===== src/common/pgm_pkg.sv =====
// package: register map, reset values and field positions of the port g pin mux
// What this block does
// - each of pins two to four has latch and direction bit; 0 drives latch, 1 is input
// - compare and serial outputs get open-drain per function from od registers
// - pin two feeds asynchronous serial receive when its direction bit is 1
// - synchronous serial data output drives pin two over the latch
// - compare/pwm output overrides latch on pins three, four when direction 0
// - analog select set after reset; it never disturbs the output driver
// - clock-calendar out, timer clock and gate on pin four ignore direction
// - enhanced pwm outputs on pins three, four may tri-state on shutdown
// - unimplemented bits of port, direction and open-drain registers read 0
// - port bit five exists only while master clear pin enable is 0
package pgm_pkg;
  // ==========================================
  // register byte offsets
  localparam logic [7:0] OFF_PIN_LEVELS    = 8'h00;
  localparam logic [7:0] OFF_DIRECTION     = 8'h04;
  localparam logic [7:0] OFF_OUTPUT_LATCH  = 8'h08;
  localparam logic [7:0] OFF_ANALOG_SELECT = 8'h0c;
  localparam logic [7:0] OFF_OD_ONE        = 8'h10;
  localparam logic [7:0] OFF_OD_TWO        = 8'h14;
  localparam logic [7:0] OFF_OD_THREE      = 8'h18;
  localparam logic [7:0] OFF_CONTROL       = 8'h1c;
  // ==========================================
  // values after reset
  localparam logic [4:2] RST_LATCH         = 3'h0;
  localparam logic [4:2] RST_DIRECTION     = 3'h7;
  localparam logic [7:0] RST_ANALOG_SELECT = 8'hff;
  localparam logic [7:0] RST_OD            = 8'h00;
  localparam logic [2:0] RST_CONTROL       = 3'h1;
  // ==========================================
  // implemented bits of the open-drain registers
  localparam logic [7:0] MASK_OD_ONE       = 8'he1;
  localparam logic [7:0] MASK_OD_TWO       = 8'hff;
  localparam logic [7:0] MASK_OD_THREE     = 8'hc1;
  // ==========================================
  // field positions
  localparam int POS_ANALOG_SIXTEEN   = 0;
  localparam int POS_ANALOG_SEVENTEEN = 1;
  localparam int POS_ANALOG_EIGHTEEN  = 2;
  localparam int POS_COMPARE_FOUR_OD  = 1;
  localparam int POS_COMPARE_FIVE_OD  = 2;
  localparam int POS_SERIAL_TWO_OD    = 7;
  localparam int POS_MASTER_CLEAR_EN  = 0;
  localparam int POS_PWM_THREE_TRI    = 1;
  localparam int POS_PWM_ONE_TRI      = 2;
  localparam int POS_PIN_FIVE         = 5;
endpackage


===== src/common/pgm_pin_if.sv =====
// interface carrying pin configuration to the pin mux and pin drive back
`timescale 1ns/1ns
interface pgm_pin_if;
  logic [4:2] lat;
  logic [4:2] dir;
  logic       od_serial;
  logic       od_cmp_four;
  logic       od_cmp_five;
  logic       tri_pwm_three;
  logic       tri_pwm_one;
  logic [5:2] pin_out;
  logic [5:2] pin_oe_n;
  modport cfg (output lat, dir, od_serial, od_cmp_four, od_cmp_five, tri_pwm_three, tri_pwm_one,
               input pin_out, pin_oe_n);
  modport mux (input lat, dir, od_serial, od_cmp_four, od_cmp_five, tri_pwm_three, tri_pwm_one,
               output pin_out, pin_oe_n);
endinterface


===== src/core/pgm_top.sv =====
// port g upper pin function mux with classic wishbone register slave
//
// The placing of the registers and the Wishbone interface to the registers were decided locally.
`timescale 1ns/1ns
module pgm_top (
  input  wire logic        CORE_CLK,         // system clock, 100 MHz
  input  wire logic        RESETN,           // synchronous reset, active low
  input  wire logic [7:0]  WB_ADR_I,         // byte address
  input  wire logic [31:0] WB_DAT_I,         // write data, low byte used
  output logic      [31:0] WB_DAT_O,         // read data
  input  wire logic        WB_WE_I,          // write enable
  input  wire logic [3:0]  WB_SEL_I,         // byte lanes
  input  wire logic        WB_CYC_I,         // cycle
  input  wire logic        WB_STB_I,         // strobe
  output logic             WB_ACK_O,         // acknowledge
  input  wire logic [5:2]  PIN_IN,           // pin input levels
  output logic      [5:2]  PIN_OUT,          // pin output levels
  output logic      [5:2]  PIN_OE_N,         // pin drive enable, low drives
  input  wire logic        SER_SYNC_TX_EN,   // serial synchronous transmit active
  input  wire logic        SER_SYNC_DATA,    // serial synchronous data out
  input  wire logic        CMP_FOUR_EN,      // compare unit four output active
  input  wire logic        CMP_FOUR_OUT,     // compare unit four output
  input  wire logic        CMP_FIVE_EN,      // compare unit five output active
  input  wire logic        CMP_FIVE_OUT,     // compare unit five output
  input  wire logic        EPWM_THREE_D_EN,  // enhanced pwm three d active
  input  wire logic        EPWM_THREE_D,     // enhanced pwm three d
  input  wire logic        EPWM_ONE_D_EN,    // enhanced pwm one d active
  input  wire logic        EPWM_ONE_D,       // enhanced pwm one d
  input  wire logic        EPWM_SHUTDOWN,    // enhanced pwm shutdown event
  input  wire logic        CLOCK_CAL_EN,     // clock-calendar output active
  input  wire logic        CLOCK_CAL_OUT,    // clock-calendar output
  output logic             SER_ASYNC_RX,     // serial receive data
  output logic             CMP_FOUR_CAPTURE, // capture input four
  output logic             CMP_FIVE_CAPTURE, // capture input five
  output logic             TIMER_SEVEN_CLK,  // timer seven clock input
  output logic             TIMER_FIVE_GATE,  // timer five gate input
  output logic      [4:2]  ANALOG_SEL        // pin is analog channel
);
  typedef struct packed {
    logic       ack;
    logic [7:0] dat;
    logic [4:2] lat;
    logic [4:2] dir;
    logic [7:0] ana_sel;
    logic [7:0] od_one;
    logic [7:0] od_two;
    logic [7:0] od_three;
    logic [2:0] ctrl;
    logic       rx;
    logic       cap_four;
    logic       cap_five;
    logic       tmr_clk;
    logic       tmr_gate;
  } pgm_top_state_type;

  localparam pgm_top_state_type ST_RESET = '{
    ack:      1'b0,
    dat:      8'h00,
    lat:      pgm_pkg::RST_LATCH,
    dir:      pgm_pkg::RST_DIRECTION,
    ana_sel:  pgm_pkg::RST_ANALOG_SELECT,
    od_one:   pgm_pkg::RST_OD,
    od_two:   pgm_pkg::RST_OD,
    od_three: pgm_pkg::RST_OD,
    ctrl:     pgm_pkg::RST_CONTROL,
    rx:       1'b0,
    cap_four: 1'b0,
    cap_five: 1'b0,
    tmr_clk:  1'b0,
    tmr_gate: 1'b0
  };

  function automatic logic reg_hit(input logic [7:0] adr, input logic [7:0] off);
    return adr[7:2] == off[7:2];
  endfunction

  pgm_top_state_type st_r;
  pgm_top_state_type st_nxt;
  logic [5:2]        pin_lvl;
  logic [4:2]        ana_mask;
  logic [4:2]        dig;
  logic              pin_five;
  logic              req;
  logic              wr;
  logic [7:0]        wdat;
  logic [7:0]        rd_byte;

  // ==========================================
  // pin input path and output mux
  pgm_sync u_sync (
    .clk    (CORE_CLK),
    .resetn (RESETN),
    .d      (PIN_IN),
    .q      (pin_lvl)
  );

  pgm_pin_if pin_bus ();

  assign pin_bus.lat           = st_r.lat;
  assign pin_bus.dir           = st_r.dir;
  assign pin_bus.od_serial     = st_r.od_three[pgm_pkg::POS_SERIAL_TWO_OD];
  assign pin_bus.od_cmp_four   = st_r.od_two[pgm_pkg::POS_COMPARE_FOUR_OD];
  assign pin_bus.od_cmp_five   = st_r.od_two[pgm_pkg::POS_COMPARE_FIVE_OD];
  assign pin_bus.tri_pwm_three = st_r.ctrl[pgm_pkg::POS_PWM_THREE_TRI];
  assign pin_bus.tri_pwm_one   = st_r.ctrl[pgm_pkg::POS_PWM_ONE_TRI];

  pgm_pin_mux u_mux (
    .clk           (CORE_CLK),
    .resetn        (RESETN),
    .pif           (pin_bus.mux),
    .ser_sync_en   (SER_SYNC_TX_EN),
    .ser_sync_data (SER_SYNC_DATA),
    .cmp_four_en   (CMP_FOUR_EN),
    .cmp_four      (CMP_FOUR_OUT),
    .cmp_five_en   (CMP_FIVE_EN),
    .cmp_five      (CMP_FIVE_OUT),
    .pwm_three_en  (EPWM_THREE_D_EN),
    .pwm_three     (EPWM_THREE_D),
    .pwm_one_en    (EPWM_ONE_D_EN),
    .pwm_one       (EPWM_ONE_D),
    .pwm_shutdown  (EPWM_SHUTDOWN),
    .cal_en        (CLOCK_CAL_EN),
    .cal_out       (CLOCK_CAL_OUT)
  );

  // analog select only masks the digital input, never the driver
  assign ana_mask = {st_r.ana_sel[pgm_pkg::POS_ANALOG_SIXTEEN],
                     st_r.ana_sel[pgm_pkg::POS_ANALOG_SEVENTEEN],
                     st_r.ana_sel[pgm_pkg::POS_ANALOG_EIGHTEEN]};
  assign dig      = pin_lvl[4:2] & ~ana_mask;
  // bit five only while master clear is off
  assign pin_five = pin_lvl[pgm_pkg::POS_PIN_FIVE] && !st_r.ctrl[pgm_pkg::POS_MASTER_CLEAR_EN];

  // ==========================================
  // wishbone slave: ack one cycle after request, write lands on the ack edge
  assign req  = WB_CYC_I && WB_STB_I;
  assign wr   = req && st_r.ack && WB_WE_I && WB_SEL_I[0];
  assign wdat = WB_DAT_I[7:0];

  // unimplemented bits read zero; unmapped reads give zero
  always_comb begin
    case (WB_ADR_I[7:2])
      pgm_pkg::OFF_PIN_LEVELS[7:2]:    rd_byte = {2'h0, pin_five, dig, 2'h0};
      pgm_pkg::OFF_DIRECTION[7:2]:     rd_byte = {3'h0, st_r.dir, 2'h0};
      pgm_pkg::OFF_OUTPUT_LATCH[7:2]:  rd_byte = {3'h0, st_r.lat, 2'h0};
      pgm_pkg::OFF_ANALOG_SELECT[7:2]: rd_byte = st_r.ana_sel;
      pgm_pkg::OFF_OD_ONE[7:2]:        rd_byte = st_r.od_one;
      pgm_pkg::OFF_OD_TWO[7:2]:        rd_byte = st_r.od_two;
      pgm_pkg::OFF_OD_THREE[7:2]:      rd_byte = st_r.od_three;
      pgm_pkg::OFF_CONTROL[7:2]:       rd_byte = {5'h00, st_r.ctrl};
      default:                         rd_byte = 8'h00;
    endcase
  end

  always_comb begin
    st_nxt     = st_r;
    st_nxt.ack = req && !st_r.ack;
    if (req && !st_r.ack) begin
      st_nxt.dat = rd_byte;
    end
    if (wr) begin
      if (reg_hit(WB_ADR_I, pgm_pkg::OFF_PIN_LEVELS) || reg_hit(WB_ADR_I, pgm_pkg::OFF_OUTPUT_LATCH)) begin
        st_nxt.lat = wdat[4:2];
      end
      if (reg_hit(WB_ADR_I, pgm_pkg::OFF_DIRECTION)) begin
        st_nxt.dir = wdat[4:2];
      end
      if (reg_hit(WB_ADR_I, pgm_pkg::OFF_ANALOG_SELECT)) begin
        st_nxt.ana_sel = wdat;
      end
      if (reg_hit(WB_ADR_I, pgm_pkg::OFF_OD_ONE)) begin
        st_nxt.od_one = wdat & pgm_pkg::MASK_OD_ONE;
      end
      if (reg_hit(WB_ADR_I, pgm_pkg::OFF_OD_TWO)) begin
        st_nxt.od_two = wdat & pgm_pkg::MASK_OD_TWO;
      end
      if (reg_hit(WB_ADR_I, pgm_pkg::OFF_OD_THREE)) begin
        st_nxt.od_three = wdat & pgm_pkg::MASK_OD_THREE;
      end
      if (reg_hit(WB_ADR_I, pgm_pkg::OFF_CONTROL)) begin
        st_nxt.ctrl = wdat[2:0];
      end
    end
    // receive data when pin two is input; relies on software setting it
    st_nxt.rx       = st_r.dir[2] && dig[2];
    // capture path when direction is 1
    st_nxt.cap_four = st_r.dir[3] && dig[3];
    st_nxt.cap_five = st_r.dir[4] && dig[4];
    st_nxt.tmr_clk  = dig[4];
    st_nxt.tmr_gate = dig[4];
  end

  always_ff @(posedge CORE_CLK) begin
    if (!RESETN) begin
      st_r <= ST_RESET;
    end else begin
      st_r <= st_nxt;
    end
  end

  // ==========================================
  // outputs
  assign WB_ACK_O         = st_r.ack;
  assign WB_DAT_O         = {24'h000000, st_r.dat};
  assign PIN_OUT          = pin_bus.pin_out;
  assign PIN_OE_N         = pin_bus.pin_oe_n;
  assign SER_ASYNC_RX     = st_r.rx;
  assign CMP_FOUR_CAPTURE = st_r.cap_four;
  assign CMP_FIVE_CAPTURE = st_r.cap_five;
  assign TIMER_SEVEN_CLK  = st_r.tmr_clk;
  assign TIMER_FIVE_GATE  = st_r.tmr_gate;
  assign ANALOG_SEL       = ana_mask;

  // ==========================================
  // checks
  logic rd_ack;
  logic wr_dir;
  logic wr_port;
  assign rd_ack  = WB_ACK_O && req && !WB_WE_I;
  assign wr_dir  = wr && reg_hit(WB_ADR_I, pgm_pkg::OFF_DIRECTION);
  assign wr_port = wr && reg_hit(WB_ADR_I, pgm_pkg::OFF_PIN_LEVELS);
endmodule


===== src/core/pgm_sync.sv =====
// three-stage pin input synchroniser with agreement filter
`timescale 1ns/1ns
module pgm_sync (
  input  wire logic       clk,    // system clock
  input  wire logic       resetn, // synchronous reset, active low
  input  wire logic [5:2] d,      // raw pin levels
  output logic      [5:2] q       // filtered levels
);
  typedef struct packed {
    logic [5:2] s1;
    logic [5:2] s2;
    logic [5:2] s3;
    logic [5:2] q;
  } pgm_sync_state_type;

  pgm_sync_state_type st_r;
  pgm_sync_state_type st_nxt;

  // s1 is read only by s2; a level counts once s2 and s3 agree
  always_comb begin
    st_nxt    = st_r;
    st_nxt.s1 = d;
    st_nxt.s2 = st_r.s1;
    st_nxt.s3 = st_r.s2;
    for (int i = 2; i <= 5; i++) begin
      if (st_r.s2[i] == st_r.s3[i]) begin
        st_nxt.q[i] = st_r.s2[i];
      end
    end
  end

  always_ff @(posedge clk) begin
    if (!resetn) begin
      st_r <= '0;
    end else begin
      st_r <= st_nxt;
    end
  end

  assign q = st_r.q;
endmodule


===== src/core/pgm_pin_mux.sv =====
// output selection and drive enables for pins two to five
`timescale 1ns/1ns
module pgm_pin_mux (
  input  wire logic clk,           // clock for assertions only
  input  wire logic resetn,        // reset for assertions only
  pgm_pin_if.mux    pif,           // configuration in, pin drive out
  input  wire logic ser_sync_en,   // synchronous serial transmit active
  input  wire logic ser_sync_data, // synchronous serial data
  input  wire logic cmp_four_en,   // compare/pwm four active
  input  wire logic cmp_four,      // compare/pwm four level
  input  wire logic cmp_five_en,   // compare/pwm five active
  input  wire logic cmp_five,      // compare/pwm five level
  input  wire logic pwm_three_en,  // enhanced pwm three output d active
  input  wire logic pwm_three,     // enhanced pwm three output d level
  input  wire logic pwm_one_en,    // enhanced pwm one output d active
  input  wire logic pwm_one,       // enhanced pwm one output d level
  input  wire logic pwm_shutdown,  // enhanced pwm shutdown event
  input  wire logic cal_en,        // clock-calendar output active
  input  wire logic cal_out        // clock-calendar output level
);
  // returns {level, oe_n}; open drain releases the pin for a high
  function automatic logic [1:0] pin_drive(input logic data, input logic od);
    return (od && data) ? 2'b01 : {data, 1'b0};
  endfunction

  logic [1:0] d2;
  logic [1:0] d3;
  logic [1:0] d4;

  always_comb begin
    if (ser_sync_en) begin
      d2 = pin_drive(ser_sync_data, pif.od_serial);
    end else if (!pif.dir[2]) begin
      d2 = pin_drive(pif.lat[2], 1'b0);
    end else begin
      d2 = 2'b01;
    end
    if (pif.dir[3]) begin
      d3 = 2'b01;
    end else if (cmp_four_en) begin
      d3 = pin_drive(cmp_four, pif.od_cmp_four);
    end else if (pwm_three_en) begin
      d3 = (pwm_shutdown && pif.tri_pwm_three) ? 2'b01 : pin_drive(pwm_three, 1'b0);
    end else begin
      d3 = pin_drive(pif.lat[3], 1'b0);
    end
    if (cal_en) begin
      d4 = pin_drive(cal_out, 1'b0);
    end else if (pif.dir[4]) begin
      d4 = 2'b01;
    end else if (cmp_five_en) begin
      d4 = pin_drive(cmp_five, pif.od_cmp_five);
    end else if (pwm_one_en) begin
      d4 = (pwm_shutdown && pif.tri_pwm_one) ? 2'b01 : pin_drive(pwm_one, 1'b0);
    end else begin
      d4 = pin_drive(pif.lat[4], 1'b0);
    end
  end

  // latch drives when direction 0; pin five is input only
  assign pif.pin_out  = {1'b0, d4[1], d3[1], d2[1]};
  assign pif.pin_oe_n = {1'b1, d4[0], d3[0], d2[0]};
endmodule


===== config.mk =====
export PLATFORM = sky130hd
export DESIGN_NAME = pgm_top
export DESIGN_NICKNAME = d
export VERILOG_FILES = /design/src/common/pgm_pkg.sv /design/src/common/pgm_pin_if.sv /design/src/core/pgm_top.sv /design/src/core/pgm_sync.sv /design/src/core/pgm_pin_mux.sv
export SDC_FILE = /design/constraint.sdc
export NUM_CORES = 1
export LEC_CHECK = 0
export BUFFER_PORTS_ARGS = -buffer_cell sky130_fd_sc_hd__buf_2
export CORE_ASPECT_RATIO = 0.5
export CORE_MARGIN = 2
export CORE_UTILIZATION = 25
export DETAILED_ROUTE_END_ITERATION = 12
export HOLD_SLACK_MARGIN = 0.02
export PLACE_DENSITY_LB_ADDON = 0.25
export RECOVER_POWER = 25
export SLEW_MARGIN = 0
export SYNTH_ARGS = -nofsm -noshare
export SYNTH_HDL_FRONTEND = slang
export SYNTH_SLANG_ARGS = --single-unit
export TNS_END_PERCENT = 50

===== constraint.sdc =====
create_clock -name CORE_CLK -period 2.1 [get_ports CORE_CLK]
set_clock_uncertainty 0.15 [all_clocks]
set_input_delay 0.105 -clock CORE_CLK [delete_from_list [all_inputs] [get_ports CORE_CLK]]
set_output_delay 0.105 -clock CORE_CLK [all_outputs]
set_load 0.02 [all_outputs]

=== Word level (Yosys, flattened, before mapping) ===
Cells that the tools add are included.

* Eq/ne operators: 11
* Multiplexer cells: 15
* Bitwise gates (word level): 2
* Reductions and logical operators: 25

{| class="wikitable"
|+ Operators by type and width
! kind !! number
|-
| $pmux 8 s8 || 1
|-
| $mux 2 || 14
|-
| $eq 6x3->1 const B || 4
|-
| $logic_and 1x1->1 || 14
|-
| $reduce_and 2->1 || 7
|-
| $eq 6x2->1 const B || 2
|-
| $eq 6x1->1 const B || 1
|-
| $logic_not 6->1 || 1
|-
| $eq 1x1->1 || 4
|-
| $and 3x3->3 || 1
|-
| $not 3->3 || 1
|-
| $logic_not 1->1 || 2
|-
| $logic_or 1x1->1 || 1
|}

* Register bits after elaboration: 61
* Input port bits: 66
* Output and inout port bits: 49
* Logic and storage cells: 73

=== Longest topological paths before layout ===
Gate-level depths: netlist of the first run.

* Depth in word-level cells: 6
* Mapped depth: 6

=== Hierarchy ===
From an unflattened synthesis of the first run, not the netlist that was laid out.

* Cells, all modules: 328
* Area, all modules: 2,962.8 um^2

{| class="wikitable"
|+ By module, submodules not included
! module !! times used !! cells each !! area an instance (um^2)
|-
| pgm_top || 1 || 252 || 2,290.9
|-
| pgm_sync || 1 || 46 || 503.0
|-
| pgm_pin_mux || 1 || 30 || 168.9
|}

=== Least setup slack after synthesis of the first run ===
No wires, ideal clock.

* Path kind: register to register
* Start point: register st_r, in the netlist WB_ACK_O
* End point: register st_r, in the netlist ANALOG_SEL[2]
* Setup time: 0.129 ns
* Arrival time: 1.465 ns
* Required time: 1.821 ns
* Slack: 0.355 ns
* Cell stages (with the launch flop): 6
* Path buffers: 1
* Clock period less this slack: 1.745 ns
* Cells stage by stage: dfxtp_1 > and4_1 > clkbuf_1 > nand4_2 > mux2i_1 > nand2_1

* Cells in the longest elaborated chain, start to end: 4

{| class="wikitable"
|+ RTL lines
! element !! line !! text
|-
| start: declaration || pgm_top.sv:77 || <nowiki>pgm_top_state_type st_r;</nowiki>
|-
| start signal: assignment || pgm_top.sv:197 || <nowiki>st_r <= st_nxt;</nowiki>
|-
| $logic_and 1x1->1 || - ||
|-
| $logic_and 1x1->1 (2 in a row) || pgm_top.sv:137 || <nowiki>assign wr = req && st_r.ack && WB_WE_I && WB_SEL_I[0];</nowiki>
|-
| $reduce_and 2->1 (no line) || - ||
|}

No other way between the ends.
A chain may end at the register's enable or synchronous reset.

=== Final worst setup path of the first run ===
* Start point: register st_r, in the netlist WB_ACK_O
* End point: register st_r[37] (netlist bit)

Same word-level chain as after synthesis.

==> results_dict.tcl, run 1 <==
set metrics [dict create \
    drt_iter0_drc 73 \
    rows 27 \
    place_congestion 0.733 \
    path_class "flop to flop" \
    p_switching_uw 661 \
    p_int_mw 2.23 \
    via_per_inst 4.31 \
    grt_pass1_vias 2059 \
    hold_end "WB_DAT_O[1]" \
    synthDistinctLibCells 43 \
    final_max_slew_viol_count 0 \
    port_buffers 59 \
    finalInstanceArea_um2 3620 \
    hold_violations 0 \
    power_frac_seq_pct 40.6 \
    highest_layer "met4" \
    post_dp_cell_area_um2 3190 \
    antenna_found_initial 0 \
    core_area_um2 11100 \
    r2r_cells 4 \
    cts_setup_buffers 0 \
    layout_common_cells "dfxtp_1 (61), buf_2 (57), mux2i_1 (36)" \
    grt.total_usage_pct 11.6 \
    cp-end-kind "flop" \
    status "complete, no violations" \
    top_level_ports 115 \
    leakagePower_nw 1.69 \
    antenna_left 0 \
    max_freq_mhz 565 \
    worstHoldStart "WB_STB_I" \
    yosysSeqAreaShare_pct 42.4 \
    drc 0 \
    wirelength_um 6950 \
    post-route-period-util_pct 84.3 \
    htree_levels 3 \
    ys_ff_latch 61 \
    power_mw 2.89 \
    p_comb_share_pct 7.5 \
    powerDensity_nw_per_um2 799 \
    clockBufferDepth 2 \
    antenna-diode-count 0 \
    start_util_pct 25.9 \
    wl_met2_um 3110 \
    critPathMaxFanout 8 \
    setup_viol 0 \
    grt_max_degree 34 \
    min_period_ns 1.77 \
    hold_slack_ns 0.0387 \
    die_area_um2 12500 \
    wl_per_cell_um 13.3 \
    wl_met3_um 257 \
    cts_root_buf "clkbuf_16" \
    p_sw_share_pct 22.9 \
    dp_cells 496 \
    yosysWarnings 0 \
    synth_area_per_cell_um2 9.30 \
    grt_pass1_wl_um 10900 \
    max_slew_margin_pct 64.0 \
    min_path_cells 4 \
    die_y_um 79.9 \
    die_x_um 156 \
    hpwl_um 5180 \
    vdd_drop_max_mv 0.397 \
    final_common_cell "dfxtp_1" \
    grt_overflow 0 \
    fin_cells 524 \
    max_stage_delay_ns 0.42 \
    routedLengthMet1_um 3500 \
    dr.pass1.iters 4 \
    clk_latency_ns 0.32 \
    cts_tree "built" \
    syn_to_final_growth_pct 25.5 \
    crit_arrival_ns 1.82 \
    cap_violations 0 \
    rr_startpoint "WB_ACK_O" \
    numCtsBuffers 9 \
    timing.setup.tns_ns 0 \
    via_count 2257 \
    clkPwrFrac_pct 51.9 \
    hold_class "primary input to flop" \
    tightest_slew_ns 0.540 \
    cp_top_family "simple AND/OR/NAND/NOR gates" \
    path_cells "and4_1 -> nand4_2 -> mux2i_1 -> nand2_1" \
    crit_slowest_cell "nand4_2" \
    start_kind "flop" \
    clock_sinks 61 \
    required_ns 2.15 \
    crit_buf_inv 0 \
    rsz0062_at_grt "no" \
    fin_nets 440 \
    clkTransAtPathRegs_ns 0.05 \
    regToRegEndpoint "st_r[37]" \
    rrSetupSlack_ns 0.33 \
    synth_area_um2 2880 \
    drive_gt1_share_pct 24.3 \
    postSynthCellCount 310 \
]
## flip-flops by register name, indices dropped and copies added, names as in the netlist
signal,flops
pin_bus.lat,3
pin_bus.od_serial,1
pin_bus.od_cmp_five,1
CMP_FIVE_CAPTURE,1
st_r,18
WB_ACK_O,1
TIMER_FIVE_GATE,1
pin_bus.dir,3
pin_bus.tri_pwm_one,1
u_sync.st_nxt,8
u_sync.q,4
SER_ASYNC_RX,1
u_sync.st_r,4
WB_DAT_O,8
CMP_FOUR_CAPTURE,1
ANALOG_SEL,3
pin_bus.od_cmp_four,1
pin_bus.tri_pwm_three,1
## layer usage
layer / GRT usage (%) / up-vias
met3: 3.31 / 5
met1: 14.8 / 1050
li1: - / 1149
met4: 4.40 / 0
met2: 18.7 / 53
met5: 0 / -
## cells by family (layout without fill, tap and decap cells)
logic type | count (synthesis) | count (layout) | share of synthesized area [%]
AND/OR/NAND/NOR | 111 | 111 | 21.7
flip-flops | 61 | 61 | 42.4
buffers and inverters | 54 | 99 | 12.2
AO/OA/AOI/OAI | 42 | 42 | 9.03
multiplexers | 40 | 40 | 14.5
other | 2 | 26 | 0.261
## repair_timing
item,CTS,global route
hold buffers,12,0
resized for setup,0,0
hold endpoints to repair,36,0
## worst min-delay path: stages
cell,delay (ns)
buf_2,0.11
nand2_1,0.05
nor2_1,0.06
a21oi_1,0.14
## worst max-delay path by stage
stage / startpoint / end / cells after the start
floorplan: WB_ACK_O / ANALOG_SEL[2] / 5
global placement: WB_ACK_O / ANALOG_SEL[2] / 4
detailed placement: WB_ACK_O / st_r[37] / 4
CTS: WB_ACK_O / st_r[36] / 4
global route: WB_ACK_O / ANALOG_SEL[3] / 4
finish: WB_ACK_O / st_r[37] / 4
## cells in the mapped netlist
| library cell | n | area, um2 |
|---|---|---|
| nor4_4 | 1 | 21.3 |
| a21o_1 | 1 | 7.51 |
| conb_1 | 2 | 7.51 |
| nor2_1 | 29 | 109 |
| nand3_1 | 6 | 30.0 |
| a222oi_1 | 1 | 10.0 |
| mux4_2 | 1 | 22.5 |
| a211oi_1 | 1 | 7.51 |
| nand4b_1 | 1 | 8.76 |
| mux2i_1 | 36 | 360 |
| nand2_1 | 26 | 97.6 |
| and2_0 | 1 | 6.26 |
| o211ai_1 | 1 | 7.51 |
| buf_2 | 2 | 10.0 |
| nor3b_1 | 2 | 15.0 |
| or3_1 | 1 | 6.26 |
| dfxtp_1 | 61 | 1220 |
| and2_1 | 17 | 106 |
| nand3b_1 | 4 | 30.0 |
| a21oi_1 | 14 | 70.1 |
| nor2b_1 | 3 | 18.8 |
| a31oi_1 | 2 | 12.5 |
| nand4_2 | 2 | 25.0 |
| inv_1 | 2 | 7.51 |
| nand2b_1 | 2 | 12.5 |
| a311o_1 | 1 | 10.0 |
| nor4b_4 | 1 | 23.8 |
| mux2_2 | 3 | 33.8 |
| a221oi_1 | 2 | 17.5 |
| buf_4 | 39 | 293 |
| nand4_1 | 6 | 37.5 |
| a311oi_1 | 1 | 8.76 |
| nor3_1 | 1 | 5.00 |
| a32oi_1 | 1 | 8.76 |
| a2bb2oi_1 | 1 | 8.76 |
| o21ai_0 | 13 | 65.1 |
| nor4b_1 | 4 | 35.0 |
| a2111oi_0 | 1 | 8.76 |
| and4b_1 | 1 | 10.0 |
| or3b_2 | 2 | 17.5 |
| clkbuf_1 | 11 | 41.3 |
| a22o_1 | 2 | 17.5 |
| and4_1 | 1 | 8.76 |
## cell type report
class | count | area (um2)
multi-input combinational | 219 | 1400
inverter | 2 | 7.51
clock buffer | 11 | 253
sequential | 61 | 1220
timing repair buffer | 81 | 497
tap | 145 | 181
clock inverter | 5 | 58.8
fill | 1180 | 7500
## power by group through the flow
stage	Clock (mW)	Combinational (mW)	Sequential, mW
after detailed placement	0	0.200	1.20
after global routing	1.60	0.236	1.17
final	1.50	0.216	1.17
after global placement	0	0.200	1.20
after floorplan	0	0.154	1.20
after CTS	1.53	0.218	1.17
## through the flow
| step | setup slack, ns | util [%] |
|---|---|---|
| after floorplan | 0.355 | - |
| after global placement | 0.324 | 28.7 |
| after detailed placement | 0.344 | 28.7 |
| after CTS | 0.336 | 32.6 |
| after global routing | 0.209 | 32.5 |
| final | 0.329 | 32.5 |
No activity file was read; power rests on OpenSTA's default activity.
==> run 2, diff against run 1 <==
==> constraint.sdc (replaced) <==
create_clock -name CORE_CLK -period 1.5 [get_ports CORE_CLK]
set_clock_uncertainty 0.15 [all_clocks]
set_input_delay 0.075 -clock CORE_CLK [delete_from_list [all_inputs] [get_ports CORE_CLK]]
set_output_delay 0.075 -clock CORE_CLK [all_outputs]
set_load 0.02 [all_outputs]
==> run 2 against run 1 <==
The run now ends with negative setup slack left. Die area unchanged. Count of clock-buffer cells in the layout increased by 1. Cell count up 6.1%. Sequential share of layout area fell by 2.8 points. Clock power rose by 31%. Sequential power grew 40%. Worst setup slack worse by 0.35 ns. Global-route usage increased by 1.1 points. Combinational power grew 64%. Register-to-register slack got worse by 0.34 ns. First-iteration DRC count rose by 19%. Largest power group unchanged.
==> results_dict.tcl, run 2 (synthesis results as in run 1) <==
set metrics [dict create \
    path_cells "nor2b_1 -> a31oi_1 -> o21ai_1 -> a22o_1 -> buf_6" \
    syn_to_final_growth_pct 37.8 \
    cp-end-kind "primary output" \
    leakagePower_nw 1.84 \
    max_stage_delay_ns 0.31 \
    rows 27 \
    start_util_pct 25.9 \
    dr.pass1.iters 4 \
    violations "negative setup slack" \
    grt.total_usage_pct 12.7 \
    clockBufferDepth 2 \
    port_buffers 59 \
    core_area_um2 11100 \
    largest_register_ffs 18 \
    routedLengthMet1_um 3590 \
    path_class "flop to primary output" \
    wl_met2_um 3380 \
    grt_max_degree 27 \
    rsz0062_at_grt "yes" \
    post_dp_cell_area_um2 3430 \
    critPathMaxFanout 2 \
    drc 0 \
    cts_tree "built" \
    wl_per_cell_um 13.3 \
    antenna_found_initial 0 \
    vdd_drop_max_mv 0.488 \
    setup_viol 2 \
    clkTransAtPathRegs_ns 0.05 \
    die_y_um 79.9 \
    cp_top_family "compound AO/OA/AOI/OAI gates" \
    fin_cells 556 \
    drive_gt1_share_pct 33.1 \
    via_per_inst 4.31 \
    top_register "st_r" \
    antenna_left 0 \
    dp_cells 523 \
    fin_nets 474 \
    crit_slowest_cell "dfxtp_2" \
    min_period_ns 1.52 \
    die_area_um2 12500 \
    highest_layer "met4" \
    grt_overflow 0 \
    crit_buf_inv 1 \
    grt_pass1_vias 2292 \
    top_level_ports 115 \
    wl_met3_um 377 \
    start_kind "flop" \
    layout_common_cells "dfxtp_1 (57), buf_2 (49), buf_4 (39)" \
    finalInstanceArea_um2 3970 \
    grt_pass1_wl_um 11900 \
    powerDensity_nw_per_um2 999 \
    hpwl_um 5550 \
    hold_violations 0 \
    place_congestion 0.771 \
    htree_levels 3 \
    fin_ws_ns -0.0179 \
    crit_arrival_ns 1.29 \
    post-route-period-util_pct 101 \
    die_x_um 156 \
    status "finished with violations" \
    drt_iter0_drc 87 \
    antenna-diode-count 0 \
    required_ns 1.27 \
    cap_violations 0 \
    hold_class "primary input to flop" \
    final_common_cell "dfxtp_1" \
    cts_root_buf "clkbuf_16" \
    numCtsBuffers 9 \
    max_freq_mhz 659 \
    final_max_slew_viol_count 0 \
    via_count 2395 \
    clk_latency_ns 0.32 \
    clock_sinks 61 \
    wirelength_um 7400 \
]
-- run 2: cell count changes in the layout (fill, tap and decap cells not counted), sizes merged --
| cell | before | now |
|---|---|---|
| clkinvlp | 2 | 0 |
| clkinv | 2 | 1 |
| dlygate4sd3 | 12 | 15 |
| clkbuf | 14 | 20 |
| buf | 66 | 92 |
-- run 2: per-layer routing --
layer	up-vias	GRT usage [%]
met5	-	0
met4	0	4.40
met3	4	4.23
met2	72	20.1
met1	1100	16.3
li1	1219	-
-- run 2: worst paths after layout --
path                                        start               end  slack (ns)  cells past startpoint
worst max-delay path               pin_bus.lat[4]        PIN_OUT[4]       -0.02                      5
worst min register to register  u_sync.st_nxt[11]  u_sync.st_nxt[7]        0.28                      1
worst min-delay path                  WB_SEL_I[0]     ANALOG_SEL[2]        0.14                      4
worst max register to register           WB_ACK_O       WB_DAT_O[0]       -0.01                      5
-- run 2: metrics by stage --
step / TNS (ns) / worst slack [ns] / total power, mW / hold slack, ns / util [%]
final: -0.0309 / -0.0179 / 3.96 / 0.135 / 35.7
after global routing: -0.814 / -0.139 / 4.14 / 0.147 / 35.7
after CTS: -0.0342 / -0.0330 / 4.03 / 0.131 / 35.2
after detailed placement: -0.231 / -0.0404 / 1.99 / 0.134 / 30.9
after global placement: -0.307 / -0.0404 / 1.99 / 0.132 / 30.9
after floorplan: -0.0235 / -0.00587 / 1.90 / 0.0501 / -
-- run 2: worst min-delay path, stage by stage --
cell     delay, ns
buf_2         0.16
nand4_4       0.19
mux2i_1       0.10
nand2_1       0.05
-- run 2: cell type report --
class                           instances  area [um2]
Multi-Input combinational cell        219        1510
Fill cell                            1150        7140
Clock inverter                          2        35.0
Tap cell                              145         181
Inverter                                2        7.51
Clock buffer                           12         246
Timing Repair Buffer                  115         763
Sequential cell                        61        1230
-- run 2: what timing repair did --
action                     4_1_cts  5_1_grt
resized for setup                8       29
setup endpoints to repair        7       33
hold endpoints to repair        38        0
hold buffers                    15        0
pin swaps                        0       18
setup buffers                    3        2
-- run 2: report_power, final --
| group | internal (mW) | switching, mW | total [mW] | leakage [nW] |
|---|---|---|---|---|
| Clock | 1.31 | 0.660 | 1.97 | 0.139 |
| Combinational | 0.145 | 0.209 | 0.354 | 1.21 |
| Sequential | 1.64 | 0.00562 | 1.64 | 0.496 |
==> run 3, diff against run 2 <==
--- a/config.mk
+++ b/config.mk
@@ -5,6 +5,7 @@
 export SDC_FILE = /design/constraint.sdc
 export NUM_CORES = 1
 export LEC_CHECK = 0
+export ABC_AREA = 1
 export BUFFER_PORTS_ARGS = -buffer_cell sky130_fd_sc_hd__buf_2
 export CORE_ASPECT_RATIO = 0.5
 export CORE_MARGIN = 2
==> run 3 against run 2 <==
The run still ends with negative setup slack left. Clock power is 14% higher. Final area is 5.7% lower. Cell count is 15% higher. Largest cell class unchanged.
==> results_dict.tcl, run 3 <==
set metrics [dict create \
    post-route-period-util_pct 102 \
    postSynthCellCount 403 \
    cap_violations 0 \
    top_level_ports 115 \
    leakagePower_nw 1.74 \
    core_area_um2 11200 \
    final_util_pct 33.4 \
    path_cells "inv_1 -> o211ai_1 -> o211ai_1 -> o21ai_1 -> buf_4" \
    finalInstanceArea_um2 3740 \
    grt_overflow 0 \
    powerDensity_nw_per_um2 1120 \
    final_max_slew_viol_count 0 \
    synth_top_cell_by_area "dfxtp_1" \
    largest_register_ffs 18 \
    grt_pass1_wl_um 12100 \
    clockBufferDepth 2 \
    synth_ff_type "dfxtp_1" \
    hpwl_um 5760 \
    max_slew_margin_pct 63.7 \
    crit_top_cell "o211ai_1" \
    rsz0062_at_grt "yes" \
    cp-end-kind "primary output" \
    synth_area_um2 2940 \
    async_reset_ff_share_pct 0 \
    max_freq_mhz 653 \
    synthTopCellsByCount "nand2_1 (76), dfxtp_1 (61), nor2_1 (53)" \
    rr_startpoint "WB_ACK_O" \
    hold_end "WB_ACK_O" \
    crit_arrival_ns 1.31 \
    post_dp_cell_area_um2 3280 \
    synth_area_per_cell_um2 7.29 \
    yosysWarnings 0 \
    grt.total_usage_pct 12.9 \
    violations "negative setup slack" \
    start_kind "flop" \
    max_stage_delay_ns 0.32 \
    numCtsBuffers 9 \
    hold_class "primary input to flop" \
    critPathMaxFanout 2 \
    min_period_ns 1.53 \
    wl_per_cell_um 11.8 \
    final_common_cell "nand2_1" \
    nFillCells 1237 \
    path_class "flop to primary output" \
    grt_pass1_vias 2349 \
    via_count 2585 \
    via_per_inst 4.05 \
    place_congestion 0.817 \
    layout_common_cells "nand2_1 (75), dfxtp_1 (58), nor2_1 (53)" \
    synthDistinctLibCells 29 \
    start_util_pct 26.2 \
    die_x_um 157 \
    required_ns 1.27 \
    cts_tree "built" \
    fin_nets 540 \
    hold_violations 0 \
    synth.most_common_cell "nand2_1" \
    rows 27 \
    r2r_cells 5 \
    antenna_left 0 \
    rrSetupSlack_ns 0.14 \
    ys_ff_latch 61 \
    drc 0 \
    clk_latency_ns 0.33 \
    syn_to_final_growth_pct 27.4 \
    die_area_um2 12700 \
    synth_edf_count 0 \
    crit_slowest_cell "dfxtp_1" \
    clock_sinks 61 \
    yosysSeqAreaShare_pct 41.6 \
    tightest_slew_ns 0.544 \
    synth.area.top_cells "dfxtp_1 (42%), buf_4 (10%), nand2_1 (9.7%)" \
    dpl_worst_slack_ns 0.0367 \
    grt_max_degree 25 \
    htree_levels 3 \
    worstHoldStart "WB_STB_I" \
    dr.pass1.iters 4 \
    fin_ws_ns -0.0313 \
    drive_gt1_share_pct 19.0 \
    top_register "st_r" \
    clkTransAtPathRegs_ns 0.05 \
    regToRegEndpoint "st_r[30]" \
    port_buffers 59 \
    drt_iter0_drc 149 \
    wirelength_um 7540 \
    min_path_cells 5 \
    synth_top_area_share_pct 41.6 \
    antenna_found_initial 0 \
    cts_root_buf "clkbuf_16" \
    die_y_um 80.6 \
    status "finished with violations" \
    setup_viol 1 \
    vdd_drop_max_mv 0.593 \
    antenna-diode-count 0 \
]
run 3: changes by cell type after synthesis, sizes merged, moves of 5 or more:
cell | before | now
inv | 2 | 50
and2 | 18 | 0
mux2i | 36 | 0
nor4b | 5 | 0
nor2 | 29 | 64
clkbuf | 11 | 5
nand3 | 6 | 17
o211ai | 1 | 12
o21ai | 13 | 33
a21oi | 14 | 24
nand2 | 26 | 77
run 3: critical path: cells and delay by family (launching register included):
family	cells	cell delay (ns)
buffers and inverters	2	0.22
AOI/OAI and AO/OA	3	0.44
DFF	1	0.32
run 3: timing repair:
action	in CTS	in global routing
hold endpoints to repair	36	0
setup endpoints to repair	1	19
hold buffers	13	0
setup buffers	0	1
gates resized for setup	3	8
pin swaps	0	2
run 3: area by class of cell:
| cell class | instances | area (um2) | share of cell area, % |
|---|---|---|---|
| Multi-Input combinational cell | 268 | 1300 | 34.8 |
| Timing Repair Buffer | 82 | 492 | 13.1 |
| Clock inverter | 4 | 70.1 | 1.87 |
| Inverter | 52 | 195 | 5.22 |
| Clock buffer | 12 | 256 | 6.85 |
| Tap cell | 159 | 199 | 5.32 |
| Sequential cell | 61 | 1230 | 32.8 |
run 3: through the flow:
step / hold WS, ns / setup TNS [ns] / instances / total power [mW]
floorplan: 0.0226 / 0 / 427 / 1.90
global placement: 0.112 / 0 / 608 / 1.96
detailed placement: 0.112 / 0 / 608 / 1.96
CTS: 0.0721 / -0.0192 / 637 / 4.27
global route: 0.117 / -0.409 / 638 / 4.38
finish: 0.0818 / -0.0313 / 638 / 4.20
run 3: kinds of logic after synthesis:
logic type / synth area share, %
AO/OA/AOI/OAI: 13.6
AND/OR/NAND/NOR: 26.8
flip-flops: 41.6
other: 0.256
buffers and inverters: 17.7
run 3: report_power, final:
part           switching (mW)  internal, mW
combinational           0.207         0.100
sequential            0.00633          1.64
clock                   0.708          1.54
run 3: how the worst max path moves through the flow:
stage / end / from / depth (start not counted)
CTS: PIN_OUT[4] / pin_bus.tri_pwm_one / 6
global placement: st_r[30] / WB_ACK_O / 5
finish: PIN_OUT[4] / pin_bus.lat[4] / 5
detailed placement: st_r[30] / WB_ACK_O / 5
global route: PIN_OUT[4] / pin_bus.lat[4] / 5
floorplan: WB_DAT_O[0] / WB_ACK_O / 4
run 3: metal layers:
layer | global-route usage [%] | part of all wire (%) | vias to the layer above
li1 | - | - | 1366
met1 | 17.8 | 53 | 1140
met2 | 18.1 | 40 | 71
met3 | 5.07 | 6.0 | 8
met4 | 4.09 | 0.99 | 0
met5 | 0 | 0 | -
